$ cat config.mk
export PLATFORM = sky130hd
export DESIGN_NAME = pts_dev_flat
export DESIGN_NICKNAME = d
export VERILOG_FILES = /design/src/pkg/pts_pkg.sv /design/src/pkg/pts_if.sv /design/src/design/pts_dev.sv /design/src/flat_wrapper.sv
export VERILOG_INCLUDE_DIRS = /design/src /design/src/pkg
export SDC_FILE = /design/constraint.sdc
export NUM_CORES = 1
export LEC_CHECK = 0
export ABC_CLOCK_PERIOD_IN_PS = 10710
export BUFFER_PORTS_ARGS = -buffer_cell sky130_fd_sc_hd__buf_2
export CORE_ASPECT_RATIO = 0.9
export CORE_MARGIN = 8
export CORE_UTILIZATION = 50
export DETAILED_ROUTE_END_ITERATION = 7
export GPL_TIMING_DRIVEN = 0
export PLACE_DENSITY = 0.72
export SETUP_SLACK_MARGIN = 0.4
export SYNTH_ARGS = -nofsm -noshare
export SYNTH_HDL_FRONTEND = slang
export SYNTH_SLANG_ARGS = --single-unit
$ cat constraint.sdc
create_clock -name clock -period 10.71 [get_ports clock]
set_input_delay 2.142 -clock clock [delete_from_list [all_inputs] [get_ports clock]]
set_output_delay 2.142 -clock clock [all_outputs]
set_load 0.1 [all_outputs]
$ cat src/pkg/pts_defines.svh
// width, depth, latency and register constants for the timestamp side-band ports
`ifndef PTS_DEFINES_SVH
`define PTS_DEFINES_SVH
`define PTS_TS_W        80
`define PTS_TAG_W       16
`define PTS_ADJ_W       11
`define PTS_RXTS_W      64
`define PTS_TAGQ_DEPTH  8
`define PTS_TAGQ_AW     3
`define PTS_PIPE_LAT    4
`define PTS_TC_ADJ_REC  11'd802
`define PTS_REG_CTRL    4'h0
`define PTS_REG_STAT    4'h1
`define PTS_REG_MASK    4'h2
`define PTS_REG_TS_LO   4'h3
`define PTS_REG_TAG     4'h4
`define PTS_REG_ADJ     4'h5
`define PTS_REG_RXTS_LO 4'h6
`define PTS_CTRL_TC_BIT 0
`define PTS_CTRL_1S_BIT 1
`endif

$ cat src/pkg/pts_pkg.sv
// shared types for the timestamp side-band ports
package pts_pkg;
   typedef enum logic [1:0]
   {
      PTS_OP_NONE  = 2'h0,
      PTS_OP_ONE   = 2'h1,
      PTS_OP_TWO   = 2'h2,
      PTS_OP_RSVD  = 2'h3
   } pts_op_t;
endpackage : pts_pkg

$ cat src/pkg/pts_if.sv
// link between the stamping device end and the client end
`include "pts_defines.svh"
interface pts_if;
   // transmit side
   logic                     tx_sop;
   logic [1:0]               tx_stamp_action_in;
   logic [`PTS_TAG_W-1:0]    tx_tag;
   logic [`PTS_ADJ_W-1:0]    tx_lat_adj;
   logic [`PTS_RXTS_W-1:0]   tx_ingress_ts;
   logic                     tc_mode;
   logic                     one_step_en;
   logic [`PTS_TS_W-1:0]     tx_timer;
   logic                     tx_ts_valid;
   logic [`PTS_TAG_W-1:0]    tx_ts_tag;
   logic [`PTS_TS_W-1:0]     tx_ts;
   logic [`PTS_TS_W-1:0]     tx_ins_value;
   logic                     tx_ins_valid;
   logic                     tag_wr_err;
   logic                     tag_rd_err;
   // receive side
   logic                     rx_sop;
   logic [`PTS_TS_W-1:0]     rx_timer;
   logic [`PTS_TS_W-1:0]     rx_ts;
   logic                     rx_ts_valid;
   modport dev
   (
      input  tx_sop, tx_stamp_action_in, tx_tag, tx_lat_adj, tx_ingress_ts, tc_mode,
      input  one_step_en, tx_timer, rx_sop, rx_timer,
      output tx_ts_valid, tx_ts_tag, tx_ts, tx_ins_value, tx_ins_valid, tag_wr_err,
      output tag_rd_err, rx_ts, rx_ts_valid
   );
   modport cli
   (
      output tx_sop, tx_stamp_action_in, tx_tag, tx_lat_adj, tx_ingress_ts, tc_mode,
      output one_step_en, tx_timer, rx_sop, rx_timer,
      input  tx_ts_valid, tx_ts_tag, tx_ts, tx_ins_value, tx_ins_valid, tag_wr_err,
      input  tag_rd_err, rx_ts, rx_ts_valid
   );
endinterface : pts_if

$ cat src/design/pts_dev.sv
// device end: transmit tagging, stamp return, correction and receive stamps
//
// The placing of the registers and strobed register access were decided locally.
`include "pts_defines.svh"
// Functional notes
// - client holds tag valid on first cycle
// - no-operation frames ignore the tag
// - return captured tag with frame stamp
// - one-step stamp offset by latency adjust
// - client uses 802 in transparent mode
// - tag write error sticks until reset
// - tag read error sticks until reset
// - ingress stamp ignored unless transparent one-step
// - client formats ingress stamp bit fields
// - residence time added two's complement
// - client supplies receive timer, same format
// - receive stamp sampled at packet start
// - action code 11 behaves as none
// - transparent mode timer is correction value
// - valid strobe with each returned stamp
module pts_dev
   import pts_pkg::*;
(
   // clock and reset
   input  wire logic clock,
   input  wire logic sys_rst,
   // link to client
   pts_if.dev        lnk,
   // pacing of the internal capture plane: egress sop reaching it
   input  wire logic cap_plane
);
   // tag queue storage, in frame order
   logic [`PTS_TAG_W-1:0]   tagq_mem [`PTS_TAGQ_DEPTH];
   logic                    kindq_mem [`PTS_TAGQ_DEPTH];
   logic [`PTS_RXTS_W-1:0]  ingq_mem [`PTS_TAGQ_DEPTH];
   logic [`PTS_TAGQ_AW-1:0] wp_q;
   logic [`PTS_TAGQ_AW-1:0] rp_q;
   logic [`PTS_TAGQ_AW:0]   cnt_q;
   logic                    wr_err_q;
   logic                    rd_err_q;
   logic                    ts_valid_q;
   logic [`PTS_TAG_W-1:0]   ts_tag_q;
   logic [`PTS_TS_W-1:0]    ts_q;
   logic [`PTS_TS_W-1:0]    ins_q;
   logic                    ins_valid_q;
   logic [`PTS_TS_W-1:0]    rx_ts_q;
   logic                    rx_v_q;

   // action decode; reserved code falls to none
   pts_op_t op;
   wire     is_one;
   wire     is_two;
   wire     push_req;
   wire     full;
   wire     empty;
   wire     push;
   wire     pop;
   wire     pop_one;
   assign op       = pts_op_t'(lnk.tx_stamp_action_in);
   assign is_one   = (op == PTS_OP_ONE) && lnk.one_step_en;
   assign is_two   = (op == PTS_OP_TWO);
   assign push_req = lnk.tx_sop && (is_one || is_two);
   assign full     = (cnt_q == (`PTS_TAGQ_AW+1)'(`PTS_TAGQ_DEPTH));
   assign empty    = (cnt_q == '0);
   assign push     = push_req && !full;
   assign pop      = cap_plane && !empty;
   assign pop_one  = kindq_mem[rp_q];

   // one-step stamp: timer plus latency adjust, ns in [10:3], frac ns in [2:0]
   wire [`PTS_TS_W-1:0] adj_ext;
   wire [`PTS_TS_W-1:0] stamp_1s;
   wire [`PTS_TS_W-1:0] ingress_ext;
   wire [`PTS_TS_W-1:0] resid;
   assign adj_ext     = {{(`PTS_TS_W-`PTS_ADJ_W-13){1'b0}}, lnk.tx_lat_adj, 13'h0000};
   assign stamp_1s    = lnk.tx_timer + adj_ext;
   assign ingress_ext = {{(`PTS_TS_W-`PTS_RXTS_W){1'b0}}, ingq_mem[rp_q]};
   // transparent: timer is a correction value; residence = tx - ingress
   assign resid       = stamp_1s - ingress_ext;

   // queue write: tag captured at sop; ingress kept only for transparent one-step
   always_ff @(posedge clock)
   begin
      if (push)
      begin
         tagq_mem[wp_q]  <= lnk.tx_tag;
         kindq_mem[wp_q] <= is_one;
         ingq_mem[wp_q]  <= (is_one && lnk.tc_mode) ? lnk.tx_ingress_ts : '0;
      end
   end

   // pointers and sticky error flags; only reset clears the flags
   always_ff @(posedge clock)
   begin
      if (sys_rst)
      begin
         wp_q     <= '0;
         rp_q     <= '0;
         cnt_q    <= '0;
         wr_err_q <= 1'b0;
         rd_err_q <= 1'b0;
      end
      else
      begin
         wp_q     <= push ? wp_q + 1'b1 : wp_q;
         rp_q     <= pop ? rp_q + 1'b1 : rp_q;
         cnt_q    <= cnt_q + (`PTS_TAGQ_AW+1)'(push) - (`PTS_TAGQ_AW+1)'(pop);
         wr_err_q <= wr_err_q | (push_req && full);
         rd_err_q <= rd_err_q | (cap_plane && empty);
      end
   end

   // result outputs: every popped stamp goes back to client, one-step also feeds insertion
   always_ff @(posedge clock)
   begin
      if (sys_rst)
      begin
         ts_valid_q  <= 1'b0;
         ts_tag_q    <= '0;
         ts_q        <= '0;
         ins_q       <= '0;
         ins_valid_q <= 1'b0;
      end
      else
      begin
         ts_valid_q  <= pop;
         ins_valid_q <= pop && pop_one;
         if (pop)
         begin
            ts_tag_q <= tagq_mem[rp_q];
            ts_q     <= pop_one ? stamp_1s : lnk.tx_timer;
            ins_q    <= lnk.tc_mode ? resid : stamp_1s;
         end
      end
   end

   // receive stamp taken at sop, presented in the cycle after the sop
   always_ff @(posedge clock)
   begin
      if (sys_rst)
      begin
         rx_ts_q <= '0;
         rx_v_q  <= 1'b0;
      end
      else
      begin
         rx_v_q <= lnk.rx_sop;
         if (lnk.rx_sop)
            rx_ts_q <= lnk.rx_timer;
      end
   end

   assign lnk.tx_ts_valid  = ts_valid_q;
   assign lnk.tx_ts_tag    = ts_tag_q;
   assign lnk.tx_ts        = ts_q;
   assign lnk.tx_ins_value = ins_q;
   assign lnk.tx_ins_valid = ins_valid_q;
   assign lnk.tag_wr_err   = wr_err_q;
   assign lnk.tag_rd_err   = rd_err_q;
   assign lnk.rx_ts        = rx_ts_q;
   assign lnk.rx_ts_valid  = rx_v_q;
endmodule : pts_dev

$ cat src/flat_wrapper.sv
// flat-port wrapper written by rule: the top's interface ports become plain ports
module pts_dev_flat import pts_pkg::*;
  (clock, sys_rst, cap_plane, lnk_tx_sop, lnk_tx_stamp_action_in, lnk_tx_tag, lnk_tx_lat_adj, lnk_tx_ingress_ts, lnk_tc_mode, lnk_one_step_en, lnk_tx_timer, lnk_rx_sop, lnk_rx_timer, lnk_tx_ts_valid, lnk_tx_ts_tag, lnk_tx_ts, lnk_tx_ins_value, lnk_tx_ins_valid, lnk_tag_wr_err, lnk_tag_rd_err, lnk_rx_ts, lnk_rx_ts_valid);
  pts_if lnk_i ();
  input  wire logic clock;
  input  wire logic sys_rst;
  input  wire logic cap_plane;
  input wire logic [$bits(lnk_i.tx_sop)-1:0] lnk_tx_sop;
  input wire logic [$bits(lnk_i.tx_stamp_action_in)-1:0] lnk_tx_stamp_action_in;
  input wire logic [$bits(lnk_i.tx_tag)-1:0] lnk_tx_tag;
  input wire logic [$bits(lnk_i.tx_lat_adj)-1:0] lnk_tx_lat_adj;
  input wire logic [$bits(lnk_i.tx_ingress_ts)-1:0] lnk_tx_ingress_ts;
  input wire logic [$bits(lnk_i.tc_mode)-1:0] lnk_tc_mode;
  input wire logic [$bits(lnk_i.one_step_en)-1:0] lnk_one_step_en;
  input wire logic [$bits(lnk_i.tx_timer)-1:0] lnk_tx_timer;
  input wire logic [$bits(lnk_i.rx_sop)-1:0] lnk_rx_sop;
  input wire logic [$bits(lnk_i.rx_timer)-1:0] lnk_rx_timer;
  output wire logic [$bits(lnk_i.tx_ts_valid)-1:0] lnk_tx_ts_valid;
  output wire logic [$bits(lnk_i.tx_ts_tag)-1:0] lnk_tx_ts_tag;
  output wire logic [$bits(lnk_i.tx_ts)-1:0] lnk_tx_ts;
  output wire logic [$bits(lnk_i.tx_ins_value)-1:0] lnk_tx_ins_value;
  output wire logic [$bits(lnk_i.tx_ins_valid)-1:0] lnk_tx_ins_valid;
  output wire logic [$bits(lnk_i.tag_wr_err)-1:0] lnk_tag_wr_err;
  output wire logic [$bits(lnk_i.tag_rd_err)-1:0] lnk_tag_rd_err;
  output wire logic [$bits(lnk_i.rx_ts)-1:0] lnk_rx_ts;
  output wire logic [$bits(lnk_i.rx_ts_valid)-1:0] lnk_rx_ts_valid;
  assign lnk_i.tx_sop = lnk_tx_sop;
  assign lnk_i.tx_stamp_action_in = lnk_tx_stamp_action_in;
  assign lnk_i.tx_tag = lnk_tx_tag;
  assign lnk_i.tx_lat_adj = lnk_tx_lat_adj;
  assign lnk_i.tx_ingress_ts = lnk_tx_ingress_ts;
  assign lnk_i.tc_mode = lnk_tc_mode;
  assign lnk_i.one_step_en = lnk_one_step_en;
  assign lnk_i.tx_timer = lnk_tx_timer;
  assign lnk_i.rx_sop = lnk_rx_sop;
  assign lnk_i.rx_timer = lnk_rx_timer;
  assign lnk_tx_ts_valid = lnk_i.tx_ts_valid;
  assign lnk_tx_ts_tag = lnk_i.tx_ts_tag;
  assign lnk_tx_ts = lnk_i.tx_ts;
  assign lnk_tx_ins_value = lnk_i.tx_ins_value;
  assign lnk_tx_ins_valid = lnk_i.tx_ins_valid;
  assign lnk_tag_wr_err = lnk_i.tag_wr_err;
  assign lnk_tag_rd_err = lnk_i.tag_rd_err;
  assign lnk_rx_ts = lnk_i.rx_ts;
  assign lnk_rx_ts_valid = lnk_i.rx_ts_valid;
  pts_dev u_core (.clock(clock), .sys_rst(sys_rst), .lnk(lnk_i), .cap_plane(cap_plane));
endmodule
==> flow_metrics.env <==
export IMPL_yosysSeqAreaShare_pct=59.66
export IMPL_num_vias=30160
export IMPL_filler_cell_count=6498
export IMPL_grt_pass1_vias=29150
export IMPL_cts_buffers=93
export IMPL_yosys_warnings=0
export IMPL_clk_latency_ns=0.68
export IMPL_crit_type="primary input to flip-flop"
export IMPL_syn_num_nets=3507
export IMPL_cp_slowest_stage_delay_ns=0.81
export IMPL_cts_resized=0
export IMPL_post_cts_buffers=0
export IMPL_fin_skew_ns=0.05662
export IMPL_synth_top_area_share_pct=46.54
export IMPL_grt_max_degree=27
export IMPL_core_um2=82830
export IMPL_antenna_found_initial=10
export IMPL_post_drt_wl_per_cell_um=27.73
export IMPL_crit_start="lnk_tx_timer[13]"
export IMPL_hold_violations=0
export IMPL_grt_total_usage_pct=28.74
export IMPL_top_usage_layer="met2"
export IMPL_chipHeight_um=290.3
export IMPL_io_buffers=506
export IMPL_routed_wirelength_mm=138.9
export IMPL_timing_setup_tns_ns=0
export IMPL_critPathTopFamily="simple AND/OR/NAND/NOR gates"
export IMPL_synth_cell_types=91
export IMPL_root_buffer="clkbuf_16"
export IMPL_crit_arrival_ns=8.80
export IMPL_hold_path_startpoint="u_core.lnk.tx_ins_value[78]$_SDFFE_PP0P_"
export IMPL_synth_edff_count=648
export IMPL_routabilityCongestion=0.9940
export IMPL_ir_drop_uv=195.2
export IMPL_min_path_type="flip-flop to flip-flop"
export IMPL_cts_sinks=922
export IMPL_use_met1_pct=39.63
export IMPL_maxSlewHeadroom_pct=6.568
export IMPL_outcome="completed"
export IMPL_worst_pin_slew_ns=1.401
export IMPL_total_power_mw=12.87
export IMPL_critPathCaptureType="flip-flop"
export IMPL_hpwl_mm=104.2
export IMPL_maxSlewViolCount=0
export IMPL_use_met3_pct=6.276
export IMPL_grt_util_met2_pct=45.72
export IMPL_io_pins=521
export IMPL_worstPathRequired_ns=11.33
export IMPL_netlist_instances=3167
export IMPL_async_reset_ff_share_pct=0
export IMPL_cp_slowest_cell="nor3_1"
export IMPL_synth_common_cells="648 x edfxtp_1, 316 x nor2_1, 274 x dfxtp_1, 182 x nand2_1, 178 x mux2i_1"
export IMPL_cts_max_path_buffers=3
export IMPL_drive_gt1_share_pct=23.19
export IMPL_setup_violations=0
export IMPL_drt_initial_drc_count=3231
export IMPL_drc_errors=0
export IMPL_power_leakage_nw=18.46
export IMPL_die_w_um=320.8
export IMPL_yosysTopAreaCell="edfxtp_1"
export IMPL_cts_tree="built"
export IMPL_start_util_pct=50.48
export IMPL_rows=100
export IMPL_synth_seq_cells=922
export IMPL_antenna_left=0
export IMPL_viasPerCell=6.022
export IMPL_max_freq_ghz=0.1222
export IMPL_drv_cap=0
export IMPL_dr_pass1_iters=6
export IMPL_die_area_um2=93140
export IMPL_synth_main_ff_cell="edfxtp_1"
export IMPL_cts_hold_buf=0
export IMPL_synthTopCellsByArea="edfxtp_1 47%, dfxtp_1 13%, mux4_2 8.7%"
export IMPL_clkTransAtPathRegs_ns=0.06
export IMPL_area_delta_synth_final_pct=18.57
export IMPL_final_nets=4145
export IMPL_synth_area_um2=41810
export IMPL_yosysMostFrequentCell="edfxtp_1"
export IMPL_min_period_over_period_pct=76.40
export IMPL_critPathMaxFanout=9
export IMPL_htreeDepth=3
export IMPL_grt_pass1_wl_mm=200.3
export IMPL_period_needed_ns=8.183
export IMPL_overflow=0
export IMPL_start_kind="primary input"
export IMPL_avgSynthCellArea_um2=13.20
export IMPL_power_density_nw_per_um2=259.6
export IMPL_critPathBufInv=4
export IMPL_rsz0062_at_grt="false"
-- cell type report --
| cell class | instances | area, um2 | share of cell area, % |
|---|---|---|---|
| Antenna cell | 6 | 15.01 | 0.03029 |
| Buffer | 192 | 729.5 | 1.471 |
| Clock buffer | 126 | 2575 | 5.194 |
| Clock inverter | 45 | 581.8 | 1.174 |
| Inverter | 54 | 202.7 | 0.4089 |
| Multi-Input combinational cell | 1999 | 15990 | 32.26 |
| Sequential cell | 922 | 24940 | 50.32 |
| Tap cell | 1122 | 1404 | 2.832 |
| Timing Repair Buffer | 543 | 3129 | 6.312 |
-- where the power goes --
group | internal, mW | switching, mW
registers | 4.07 | 0.175
logic | 1.43 | 3.85
clock network | 1.94 | 1.41
-- flip-flops by register name (all words and copies together) (netlist names), 3 cells and up, named ones only --
register / cells
u_core.cnt_q: 4
u_core.ingq_mem: 512
u_core.kindq_mem: 8
u_core.lnk.rx_ts: 80
u_core.lnk.tx_ins_value: 80
u_core.lnk.tx_ts: 80
u_core.lnk.tx_ts_tag: 16
u_core.rp_q: 3
u_core.tagq_mem: 128
u_core.wp_q: 3
-- metrics by stage --
| stage | cells | util [%] | hold slack [ns] | setup WS [ns] | instance area [um2] |
|---|---|---|---|---|---|
| finish | 5009 | 59.85 | 0.4494 | 2.527 | 49570 |
| global placement | 4795 | 55.23 | 0.4380 | -4.432 | 45750 |
| detailed placement | 4832 | 56.02 | 0.4423 | 2.022 | 46400 |
| floorplan | 3167 | - | 0.4919 | 1.650 | 41810 |
| CTS | 5003 | 59.83 | 0.4505 | 2.702 | 49550 |
| global route | 5007 | 59.84 | 0.4663 | 2.233 | 49570 |
-- cell families (layout without fill, tap and decap cells) --
group,after synthesis,count (layout),share of synthesized area (%)
xor gates and xnor gates,168,168,3.588
adders and majority gates,86,86,2.592
DFF,922,922,59.66
and+or+nand+nor,871,871,10.13
muxes,346,346,13.16
other,0,6,0
AOI/OAI and AO/OA,528,528,8.640
buffers and inverters,246,960,2.230
-- tightest hold or removal path, cell delays in order (launching register included) --
cell and delay [ns]:
dfxtp_1 0.31, nand2_1 0.05, o21ai_1 0.05
-- path summary, 6_finish.rpt --
kind | end | slack, ns | depth (start not counted)
setup / recovery | u_core.lnk.tx_ins_value[66]$_SDFFE_PP0P_ | 2.53 | 26
hold / removal | u_core.lnk.tx_ins_value[78]$_SDFFE_PP0P_ | 0.45 | 2
setup reg to reg | u_core.lnk.tx_ins_value[75]$_SDFFE_PP0P_ | 2.79 | 20
hold reg to reg | u_core.lnk.tx_ins_value[78]$_SDFFE_PP0P_ | 0.45 | 2
-- layout by cell type, fill, tap and decap left out, drive strengths merged, types with 54 or more instances in the layout --
master  Yosys  routed
xnor2      87      87
inv        52      57
nand2     182     182
nor2      318     318
ha         77      77
a21o       60      60
dfxtp     274     274
nand3      54      54
o21ai      74      74
clkbuf    152     278
a211oi     97      97
buf        40     583
mux4      162     162
and3       90      90
a21oi     133     133
xor2       79      79
mux2i     180     180
edfxtp    648     648
-- routing by layer --
metal,up-vias,routed length [um],part of all wire [%]
met5,-,63,0.045
met4,10,4376,3.2
met3,255,13530,9.7
met2,1599,64330,46
met1,14940,56610,41
li1,13360,-,-
No activity file was read; power rests on OpenSTA's default activity.
